--- config.mk ---
export PLATFORM = sky130hd
export DESIGN_NAME = drive_status_output_select
export DESIGN_NICKNAME = d
export VERILOG_FILES = /design/src/hdl/drive_status_pkg.sv /design/src/hdl/drive_status_output_select.sv
export SDC_FILE = /design/constraint.sdc
export NUM_CORES = 1
export LEC_CHECK = 0
export BUFFER_PORTS_ARGS = -buffer_cell sky130_fd_sc_hd__clkbuf_2
export CORE_ASPECT_RATIO = 0.7
export CORE_MARGIN = 10
export CORE_UTILIZATION = 60
export CTS_CLUSTER_SIZE = 30
export DETAILED_ROUTE_END_ITERATION = 6
export PLACE_DENSITY = 0.91
export RECOVER_POWER = 50
export SLEW_MARGIN = 0
export SYNTH_ARGS = -nofsm -noshare
export SYNTH_HDL_FRONTEND = slang
export SYNTH_SLANG_ARGS = --single-unit
--- constraint.sdc ---
create_clock -name clk_i -period 8.6 [get_ports clk_i]
set_clock_uncertainty 0.15 [all_clocks]
set_input_delay 1.72 -clock clk_i [delete_from_list [all_inputs] [get_ports clk_i]]
set_output_delay 1.72 -clock clk_i [all_outputs]
set_load 0.01 [all_outputs]
--- src/hdl/drive_status_pkg.sv ---
// Constants, types and register map of the drive status output selector
package drive_status_pkg;

  // ****************************************
  // Register map (byte offsets)
  // ****************************************
  localparam logic [11:0] OFS_CTRL = 12'h000;
  localparam logic [11:0] OFS_THRESH = 12'h004;
  localparam logic [11:0] OFS_MAX_FREQ = 12'h008;
  localparam logic [11:0] OFS_RATED_CUR = 12'h00c;
  localparam logic [11:0] OFS_RATED_PWR = 12'h010;
  localparam logic [11:0] OFS_SKIP_WIDTH = 12'h014;
  localparam logic [11:0] OFS_SKIP_CENTRE = 12'h018;
  localparam logic [11:0] OFS_VF_VOLT = 12'h01c;
  localparam logic [11:0] OFS_VF_FREQ = 12'h020;
  localparam logic [11:0] OFS_STATUS = 12'h024;
  localparam int unsigned NUM_CFG = 9;
  localparam logic [3:0] IDX_STATUS = 4'h9;

  // ****************************************
  // Fields and reset values
  // ****************************************
  localparam logic [15:0] CTRL_RESET = 16'h0008;
  localparam logic [15:0] CFG_RESET = 16'h0000;
  localparam logic [3:0] SEL_MAX = 4'hb;
  localparam logic [2:0] MAX_RESTARTS = 3'h5;
  localparam logic [1:0] RESP_OKAY = 2'b00;
  localparam logic [1:0] RESP_SLVERR = 2'b10;

  // Output function codes
  localparam logic [3:0] SEL_RUNNING = 4'h0;
  localparam logic [3:0] SEL_HEALTHY = 4'h1;
  localparam logic [3:0] SEL_AT_TARGET = 4'h2;
  localparam logic [3:0] SEL_TRIPPED = 4'h3;
  localparam logic [3:0] SEL_FREQ_GE = 4'h4;
  localparam logic [3:0] SEL_CUR_GE = 4'h5;
  localparam logic [3:0] SEL_FREQ_LT = 4'h6;
  localparam logic [3:0] SEL_CUR_LT = 4'h7;
  localparam logic [3:0] SEL_AN_FREQ = 4'h8;
  localparam logic [3:0] SEL_AN_CUR = 4'h9;
  localparam logic [3:0] SEL_AN_PWR = 4'ha;
  localparam logic [3:0] SEL_AN_LOAD = 4'hb;

  // ****************************************
  // Types
  // ****************************************
  typedef enum logic [1:0] {
    ST_IDLE = 2'b00,
    ST_RUN = 2'b01,
    ST_TRIP = 2'b10,
    ST_LOCK = 2'b11
  } drive_state_t;

  typedef struct packed {
    logic auto_restart_five_attempts;
    logic auto_start_mode;
    logic [3:0] sel;
  } ctrl_t;

  typedef struct packed {
    logic run;
    logic fault;
    logic fault_reset;
  } pins_t;

endpackage

--- src/hdl/drive_status_output_select.sv ---
// Drive status output selector with skip band, start mode and restart logic
//
// Design decisions made here: the address map and the AXI4-Lite interface to the registers.
`timescale 1ns/1ps
`default_nettype none

// Summary of operation
// - Selector 1 drives output high while no fault is present and the drive is not tripped.
// - Selector 2 high when running and output frequency equals setpoint.
// - Selector 3 high while drive is tripped.
// - Selector 4 high when output frequency at or above threshold.
// - Selector 5 high when motor current at or above threshold.
// - Selector 6 high when output frequency below threshold.
// - Selector 7 high when motor current below threshold.
// - Selector 8 analog output frequency, full scale maximum frequency.
// - Selector 9 analog motor current, full scale twice rated current.
// - Selector 10 analog output power, full scale twice rated power.
// - Selector 11 analog load current, full scale twice rated current.
// - Selector resets to 8, the analog frequency output.
// - Skip width and centre registers, reset to zero meaning inactive.
// - Setpoint inside skip band holds output frequency fixed.
// - V/F adjustment voltage and frequency point, both reset to zero.
// - Edge mode: run input closed at reset does not start.
// - Auto-start mode: closed run input starts drive after reset.
// - Auto restart tries five times, then latches fault until reset.
module drive_status_output_select (
  input wire logic clk_i,
  input wire logic rst_n_i,
  input wire logic [11:0] s_axi_awaddr_i,
  input wire logic s_axi_awvalid_i,
  output logic s_axi_awready_o,
  input wire logic [31:0] s_axi_wdata_i,
  input wire logic [3:0] s_axi_wstrb_i,
  input wire logic s_axi_wvalid_i,
  output logic s_axi_wready_o,
  output logic [1:0] s_axi_bresp_o,
  output logic s_axi_bvalid_o,
  input wire logic s_axi_bready_i,
  input wire logic [11:0] s_axi_araddr_i,
  input wire logic s_axi_arvalid_i,
  output logic s_axi_arready_o,
  output logic [31:0] s_axi_rdata_o,
  output logic [1:0] s_axi_rresp_o,
  output logic s_axi_rvalid_o,
  input wire logic s_axi_rready_i,
  input wire drive_status_pkg::pins_t pins_i,
  input wire logic [15:0] setpoint_i,
  input wire logic [15:0] motor_cur_i,
  input wire logic [15:0] out_pwr_i,
  output logic run_o,
  output logic [15:0] freq_out_o,
  output logic dout_o,
  output logic analog_mode_o,
  output logic [15:0] aout_o,
  output logic [15:0] aout_full_o,
  output logic [15:0] vf_volt_o,
  output logic [15:0] vf_freq_o
);
  import drive_status_pkg::*;

  // ****************************************
  // Pin synchronisers
  // ****************************************
  pins_t meta_r, sync_r;
  always_ff @(posedge clk_i or negedge rst_n_i) begin
    if (!rst_n_i) begin
      meta_r <= '0;
      sync_r <= '0;
    end else begin
      meta_r <= pins_i;
      sync_r <= meta_r;
    end
  end

  // ****************************************
  // AXI4-Lite slave
  // ****************************************
  logic aw_held_r, aw_held_nxt, w_held_r, w_held_nxt;
  logic [3:0] wr_idx_r, wr_idx_nxt;
  logic wr_ok_r, wr_ok_nxt;
  logic [15:0] wdata_r, wdata_nxt;
  logic [1:0] wstrb_r, wstrb_nxt;
  logic bvalid_r, bvalid_nxt, rvalid_r, rvalid_nxt;
  logic [1:0] bresp_r, bresp_nxt, rresp_r, rresp_nxt;
  logic [31:0] rdata_r, rdata_nxt;
  logic do_wr;
  logic [15:0] cfg_r [NUM_CFG];
  logic [15:0] status_w;
  ctrl_t ctrl;

  assign s_axi_awready_o = ~aw_held_r;
  assign s_axi_wready_o = ~w_held_r;
  assign s_axi_arready_o = ~rvalid_r;
  assign s_axi_bvalid_o = bvalid_r;
  assign s_axi_bresp_o = bresp_r;
  assign s_axi_rvalid_o = rvalid_r;
  assign s_axi_rresp_o = rresp_r;
  assign s_axi_rdata_o = rdata_r;
  // Write commits once both halves are held and no answer is pending
  assign do_wr = aw_held_r & w_held_r & ~bvalid_r;

  // Channel bookkeeping; unmapped or misaligned words answer SLVERR
  always_comb begin
    logic [3:0] ri;
    ri = s_axi_araddr_i[5:2];
    aw_held_nxt = aw_held_r;
    w_held_nxt = w_held_r;
    wr_idx_nxt = wr_idx_r;
    wr_ok_nxt = wr_ok_r;
    wdata_nxt = wdata_r;
    wstrb_nxt = wstrb_r;
    bvalid_nxt = bvalid_r & ~s_axi_bready_i;
    bresp_nxt = bresp_r;
    rvalid_nxt = rvalid_r & ~s_axi_rready_i;
    rresp_nxt = rresp_r;
    rdata_nxt = rdata_r;
    if (s_axi_awvalid_i && !aw_held_r) begin
      aw_held_nxt = 1'b1;
      wr_idx_nxt = s_axi_awaddr_i[5:2];
      // Status word is read-only, so writes to it are refused
      wr_ok_nxt = (s_axi_awaddr_i[11:6] == 6'h00) && (s_axi_awaddr_i[1:0] == 2'b00)
                  && (s_axi_awaddr_i[5:2] < IDX_STATUS);
    end
    if (s_axi_wvalid_i && !w_held_r) begin
      w_held_nxt = 1'b1;
      wdata_nxt = s_axi_wdata_i[15:0];
      wstrb_nxt = s_axi_wstrb_i[1:0];
    end
    if (do_wr) begin
      aw_held_nxt = 1'b0;
      w_held_nxt = 1'b0;
      bvalid_nxt = 1'b1;
      bresp_nxt = wr_ok_r ? RESP_OKAY : RESP_SLVERR;
    end
    if (s_axi_arvalid_i && !rvalid_r) begin
      rvalid_nxt = 1'b1;
      rdata_nxt = 32'h0000_0000;
      rresp_nxt = RESP_SLVERR;
      if (s_axi_araddr_i[11:6] == 6'h00 && s_axi_araddr_i[1:0] == 2'b00) begin
        if (ri < IDX_STATUS) begin
          rdata_nxt = {16'h0000, cfg_r[ri]};
          rresp_nxt = RESP_OKAY;
        end else if (ri == IDX_STATUS) begin
          rdata_nxt = {16'h0000, status_w};
          rresp_nxt = RESP_OKAY;
        end
      end
    end
  end

  always_ff @(posedge clk_i or negedge rst_n_i) begin
    if (!rst_n_i) begin
      aw_held_r <= 1'b0;
      w_held_r <= 1'b0;
      wr_idx_r <= 4'h0;
      wr_ok_r <= 1'b0;
      wdata_r <= 16'h0000;
      wstrb_r <= 2'b00;
      bvalid_r <= 1'b0;
      bresp_r <= RESP_OKAY;
      rvalid_r <= 1'b0;
      rresp_r <= RESP_OKAY;
      rdata_r <= 32'h0000_0000;
    end else begin
      aw_held_r <= aw_held_nxt;
      w_held_r <= w_held_nxt;
      wr_idx_r <= wr_idx_nxt;
      wr_ok_r <= wr_ok_nxt;
      wdata_r <= wdata_nxt;
      wstrb_r <= wstrb_nxt;
      bvalid_r <= bvalid_nxt;
      bresp_r <= bresp_nxt;
      rvalid_r <= rvalid_nxt;
      rresp_r <= rresp_nxt;
      rdata_r <= rdata_nxt;
    end
  end

  // ****************************************
  // Configuration words
  // ****************************************
  // word 0 resets to selector 8, the rest to zero
  for (genvar g = 0; g < NUM_CFG; g++) begin : g_cfg
    logic [15:0] nxt;
    always_comb begin
      nxt = cfg_r[g];
      if (do_wr && wr_ok_r && wr_idx_r == 4'(g)) begin
        for (int b = 0; b < 2; b++) begin
          if (wstrb_r[b]) begin
            nxt[8*b +: 8] = wdata_r[8*b +: 8];
          end
        end
        // Out-of-range selectors saturate at the last function
        if (g == 0 && nxt[3:0] > SEL_MAX) begin
          nxt[3:0] = SEL_MAX;
        end
      end
    end
    always_ff @(posedge clk_i or negedge rst_n_i) begin
      if (!rst_n_i) begin
        cfg_r[g] <= (g == 0) ? CTRL_RESET : CFG_RESET;
      end else begin
        cfg_r[g] <= nxt;
      end
    end
  end

  assign ctrl = ctrl_t'(cfg_r[0][5:0]);
  // V/F point handed straight to the voltage shaper
  assign vf_volt_o = cfg_r[7];
  assign vf_freq_o = cfg_r[8];

  // ****************************************
  // Start, trip and restart sequencing
  // ****************************************
  drive_state_t st_r, st_nxt;
  logic primed_r, primed_nxt, prev_r, prev_nxt;
  logic [1:0] warm_r, warm_nxt;
  logic [2:0] tries_r, tries_nxt;
  logic run_s, fault_s, freset_s, rise, tripped;

  assign run_s = sync_r.run;
  assign fault_s = sync_r.fault;
  assign freset_s = sync_r.fault_reset;
  // an edge counts only once a post-reset sample exists
  assign rise = primed_r & run_s & ~prev_r;
  assign tripped = (st_r == ST_TRIP) | (st_r == ST_LOCK);
  assign status_w = {9'h000, tries_r, st_r, fault_s, run_s};

  // synchroniser resets open, so its first closed sample is no edge
  always_comb begin
    st_nxt = st_r;
    tries_nxt = tries_r;
    warm_nxt = warm_r[1] ? warm_r : warm_r + 2'h1;
    primed_nxt = warm_r[1];
    prev_nxt = run_s;
    case (st_r)
      ST_IDLE: begin
        if (fault_s) begin
          st_nxt = ST_TRIP;
        // edge start unless auto-start accepts the level
        end else if (run_s && (rise || ctrl.auto_start_mode)) begin
          st_nxt = ST_RUN;
        end
      end
      ST_RUN: begin
        // trip after the fifth restart latches hard
        if (fault_s) begin
          st_nxt = (tries_r == MAX_RESTARTS) ? ST_LOCK : ST_TRIP;
        end else if (!run_s) begin
          st_nxt = ST_IDLE;
        end
      end
      ST_TRIP: begin
        if (freset_s) begin
          st_nxt = ST_IDLE;
        // restart attempt once the fault has cleared
        end else if (!fault_s && run_s && ctrl.auto_restart_five_attempts) begin
          st_nxt = ST_RUN;
          tries_nxt = tries_r + 3'h1;
        end
      end
      ST_LOCK: begin
        if (freset_s) begin
          st_nxt = ST_IDLE;
        end
      end
      default: st_nxt = ST_IDLE;
    endcase
    // Fault reset acts as a reset: a fresh closure is needed again
    if (freset_s && tripped) begin
      tries_nxt = 3'h0;
      primed_nxt = 1'b0;
    end
  end

  always_ff @(posedge clk_i or negedge rst_n_i) begin
    if (!rst_n_i) begin
      st_r <= ST_IDLE;
      tries_r <= 3'h0;
      warm_r <= 2'h0;
      primed_r <= 1'b0;
      prev_r <= 1'b0;
    end else begin
      st_r <= st_nxt;
      tries_r <= tries_nxt;
      warm_r <= warm_nxt;
      primed_r <= primed_nxt;
      prev_r <= prev_nxt;
    end
  end

  // ****************************************
  // Frequency command and output selection
  // ****************************************
  logic [15:0] cmd_r, cmd_nxt, fout_r, fout_nxt, aout_r, aout_nxt, full_r, full_nxt;
  logic dout_r, dout_nxt, amode_r, amode_nxt;
  logic [16:0] band_lo, band_hi;
  logic in_band;

  // band centred on the centre point, zero width disables
  assign band_lo = {1'b0, cfg_r[6]} - {2'b00, cfg_r[5][15:1]};
  assign band_hi = {1'b0, cfg_r[6]} + {2'b00, cfg_r[5][15:1]};
  assign in_band = (cfg_r[5] != 16'h0000) && ({1'b0, setpoint_i} <= band_hi)
                   && (band_lo[16] || {1'b0, setpoint_i} >= band_lo);

  always_comb begin
    logic [15:0] val;
    val = 16'h0000;
    // inside the band the command stays where it was
    cmd_nxt = in_band ? cmd_r : ((setpoint_i > cfg_r[2]) ? cfg_r[2] : setpoint_i);
    fout_nxt = (st_r == ST_RUN) ? cmd_r : 16'h0000;
    dout_nxt = 1'b0;
    amode_nxt = ctrl.sel >= SEL_AN_FREQ;
    full_nxt = 16'h0000;
    case (ctrl.sel)
      SEL_RUNNING: dout_nxt = (st_r == ST_RUN);
      SEL_HEALTHY: dout_nxt = ~fault_s & ~tripped;
      SEL_AT_TARGET: dout_nxt = (st_r == ST_RUN) && (fout_r == setpoint_i);
      SEL_TRIPPED: dout_nxt = tripped;
      SEL_FREQ_GE: dout_nxt = fout_r >= cfg_r[1];
      SEL_CUR_GE: dout_nxt = motor_cur_i >= cfg_r[1];
      SEL_FREQ_LT: dout_nxt = fout_r < cfg_r[1];
      SEL_CUR_LT: dout_nxt = motor_cur_i < cfg_r[1];
      SEL_AN_FREQ: begin
        val = fout_r;
        full_nxt = cfg_r[2];
      end
      SEL_AN_CUR, SEL_AN_LOAD: begin
        val = motor_cur_i;
        full_nxt = {cfg_r[3][14:0], 1'b0};
      end
      SEL_AN_PWR: begin
        val = out_pwr_i;
        full_nxt = {cfg_r[4][14:0], 1'b0};
      end
      default: dout_nxt = 1'b0;
    endcase
    // Clamp so the analog stage never sees more than full scale
    aout_nxt = (val > full_nxt) ? full_nxt : val;
  end

  always_ff @(posedge clk_i or negedge rst_n_i) begin
    if (!rst_n_i) begin
      cmd_r <= 16'h0000;
      fout_r <= 16'h0000;
      dout_r <= 1'b0;
      amode_r <= 1'b0;
      aout_r <= 16'h0000;
      full_r <= 16'h0000;
    end else begin
      cmd_r <= cmd_nxt;
      fout_r <= fout_nxt;
      dout_r <= dout_nxt;
      amode_r <= amode_nxt;
      aout_r <= aout_nxt;
      full_r <= full_nxt;
    end
  end

  assign run_o = (st_r == ST_RUN);
  assign freq_out_o = fout_r;
  assign dout_o = dout_r;
  assign analog_mode_o = amode_r;
  assign aout_o = aout_r;
  assign aout_full_o = full_r;
endmodule
`default_nettype wire

==> flow_summary.json <==
{
  "path_clk_slew_ns": 0.07,
  "reg2reg_from": "cfg_r[128]$_DFFE_PN0P_",
  "pin_count": 242,
  "gr-usage-all-layers_pct": 28.6,
  "wl_per_cell_um": 24.0,
  "ff2ff_setup_slack_ns": 2.66,
  "rows": 51,
  "power_density_nw_per_um2": 184,
  "slowest_delay_ns": 2.15,
  "globalplace.congestion": 0.973,
  "power_uw": 3440,
  "drive_above_1_share_pct": 26.7,
  "ir_worst_vdd_mv": 0.185,
  "timing.slew.headroom_pct": -152,
  "synth_common_cells": "dfrtp_1, mux2_2, nand2_1",
  "cts_max_path_buffers": 3,
  "detailroute.via_count": 13700,
  "die_x_um": 220,
  "clk_latency_ns": 0.56,
  "drt-vias-per-instance": 6.38,
  "min_to": "freset_s$_DFF_PN0_",
  "status": "finished with violations",
  "ctsResizeCount": 0,
  "maxCapViolCount": 2,
  "min_from": "meta_r[0]$_DFF_PN0_",
  "root_buffer": "clkbuf_16",
  "synth_area_leaders": "dfrtp_1, mux2_2, ha_1",
  "holdBufCountCts": 0,
  "period_minus_slack_ns": 5.94,
  "postSynthAreaPerCell_sq_um": 10.4,
  "fmax_mhz": 168,
  "io_buffers": 205,
  "report.final.slew_viol_count": 221,
  "worstPathMaxFanout": 70,
  "crit_arrival_ns": 6.23,
  "routed.top_layer": "met4",
  "wl_met3_mm": 5.57,
  "die_area_sq_um": 35200,
  "ys_types": 83,
  "wl_met2_mm": 23.6,
  "clock_sinks": 270,
  "violations": "capacitance limit, slew limit",
  "drc": 0,
  "cts_tree": "yes",
  "setup.worst_path.start_class": "flip-flop",
  "utilization_pct": 67.3,
  "worstHoldPathCells": 0,
  "power_leakage_uw": 0.00895,
  "rsz0062_at_grt": "no",
  "yosysTopAreaCellShare_pct": 40.1,
  "cts_setup_buffers": 0,
  "drt_wl_total_mm": 51.4,
  "fin_nets": 1998,
  "core_sq_um": 27700,
  "crit_chain": "clkbuf_1 > o21ai_0 > nand2_1 > ha_1 > nand2_1 > nor4_1 > nand4_1 > o21ai_2 > nor2_1 > a22oi_1 > nand3_1",
  "grt_max_degree": 150,
  "initialDrtViolationCount": 1621,
  "synth_ff_type": "dfrtp_1",
  "yosysWarnings": 0,
  "synth_edf_count": 0,
  "antenna_found_initial": 0,
  "finalSetupViolCount": 0,
  "areaGrowthSynthToFinish_pct": 11.1,
  "place_worst_setup_slack_ns": 3.34,
  "end_kind": "flip-flop",
  "syn_inst": 1620,
  "r2r_end": "aout_o[8]$_DFF_PN0_",
  "start_util_pct": 60.6,
  "synth-seq-cells": 270,
  "cp_common_cell": "nand2_1",
  "die_h_um": 160,
  "hp-class": "flip-flop to flip-flop",
  "n_antenna_cell": 0,
  "m1WireLength_mm": 20.8,
  "drtAntennaViolNets": 0,
  "h-tree-depth": 1,
  "synth_seq_area_share_pct": 40.3,
  "overflow": 0,
  "yosys.cell_count.top_type": "dfrtp_1",
  "post-route-period-util_pct": 69.1,
  "fin_setup_tns_ns": 0,
  "async_flop_share_pct": 100,
  "slowest_stage": "clkbuf_1",
  "grt_pass1_wl_mm": 80.6,
  "tightestPinTransition_ns": 3.78,
  "setup_ws_ns": 2.66,
  "drt_first_pass_iters": 5,
  "numCtsBuffers": 27,
  "path_class": "flip-flop to flip-flop",
  "finalHoldViolCount": 0,
  "syn-cell-area_sq_um": 16800,
  "synth_top_area_cell": "dfrtp_1",
  "post-dp-hpwl_mm": 38.2,
  "ff2ff_path_depth": 11,
  "crit_required_ns": 8.89,
  "grt_pass1_vias": 14100
}
[worst max-delay path by stage]
stage,from,endpoint,slack (ns),cells past startpoint
global route,cfg_r[128]$_DFFE_PN0P_,aout_o[1]$_DFF_PN0_,2.32,11
finish,cfg_r[128]$_DFFE_PN0P_,aout_o[8]$_DFF_PN0_,2.66,11
global placement,cfg_r[32]$_DFFE_PN0P_,cmd_r[13]$_DFFE_PN0N_,3.33,16
floorplan,cfg_r[49]$_DFFE_PN0P_,cmd_r[0]$_DFFE_PN0N_,4.14,16
detailed placement,cfg_r[32]$_DFFE_PN0P_,cmd_r[9]$_DFFE_PN0N_,3.34,16
CTS,cfg_r[32]$_DFFE_PN0P_,cmd_r[9]$_DFFE_PN0N_,3.32,16
[cells by family after synthesis]
kind of cell	after synthesis	share of synthesized area, %
AOI/OAI and AO/OA	316	12.3
xor gates and xnor gates	41	2.14
adders and majority gates	130	9.78
buffers and inverters	223	6.33
DFF	270	40.3
muxes	229	17.4
other	1	0.0223
and+or+nand+nor	410	11.7
[power by group]
| group | total, uW | switching (uW) | internal (uW) |
|---|---|---|---|
| combinational | 535 | 293 | 242 |
| clock | 1310 | 526 | 780 |
| sequential | 1600 | 240 | 1360 |
| total | 3440 | 1060 | 2380 |
[registers in the layout, summed over array words and instances, names as in the netlist, 3 cells and up]
signal and flops:
wr_idx_r 4, tries_r 3, wdata_r 16, vf_freq_o 16, cfg_r 112, aout_o 16
meta_r 3, freq_out_o 16, s_axi_rdata_o 16, vf_volt_o 16, cmd_r 16, aout_full_o 16
[layer usage]
metal	track usage, %	vias to the layer above
met5	0	-
met4	7.30	0
met3	7.38	120
met2	45.3	820
met1	38.3	6722
li1	-	6008
[area by class of cell]
type | count | area, sq um
inverters | 90 | 338
repair buffers | 217 | 1110
flip-flops and latches | 270 | 6760
clock inverters | 14 | 235
clock buffers | 36 | 729
fillers | 2079 | 9040
multi-input cells | 1144 | 9010
well taps | 371 | 464
[critical path: cells and delay by family, from the launching register on]
kind | cells | cell delay [ns]
AO/OA/AOI/OAI | 3 | 1.61
adder cells (fa/ha/maj) | 1 | 0.18
buffers and inverters | 1 | 2.15
flip-flops | 1 | 0.34
AND/OR/NAND/NOR | 6 | 1.40
[stage by stage]
stage	area [sq um]	hold WS (ns)	cells
after global routing	18600	0.213	2142
after global placement	17700	0.182	2092
final	18600	0.201	2142
after detailed placement	17700	0.186	2092
after CTS	18700	0.200	2142
after floorplan	16800	0.181	1637
[cells in the final DEF, fill, tap and decap left out, drive strengths merged, types with 14 or more instances in the layout]
master / n
nor3: 18
conb: 18
clkbuf: 244
nand4: 37
dfrtp: 269
nor4: 14
nor2: 115
a22oi: 23
nand2: 132
nor2b: 17
o21ai: 125
a21oi: 46
xnor2: 34
a22o: 16
ha: 128
mux2i: 40
and2: 19
mux2: 157
nand3: 28
inv: 90
mux4: 32
No activity file was read; power rests on OpenSTA's default activity.
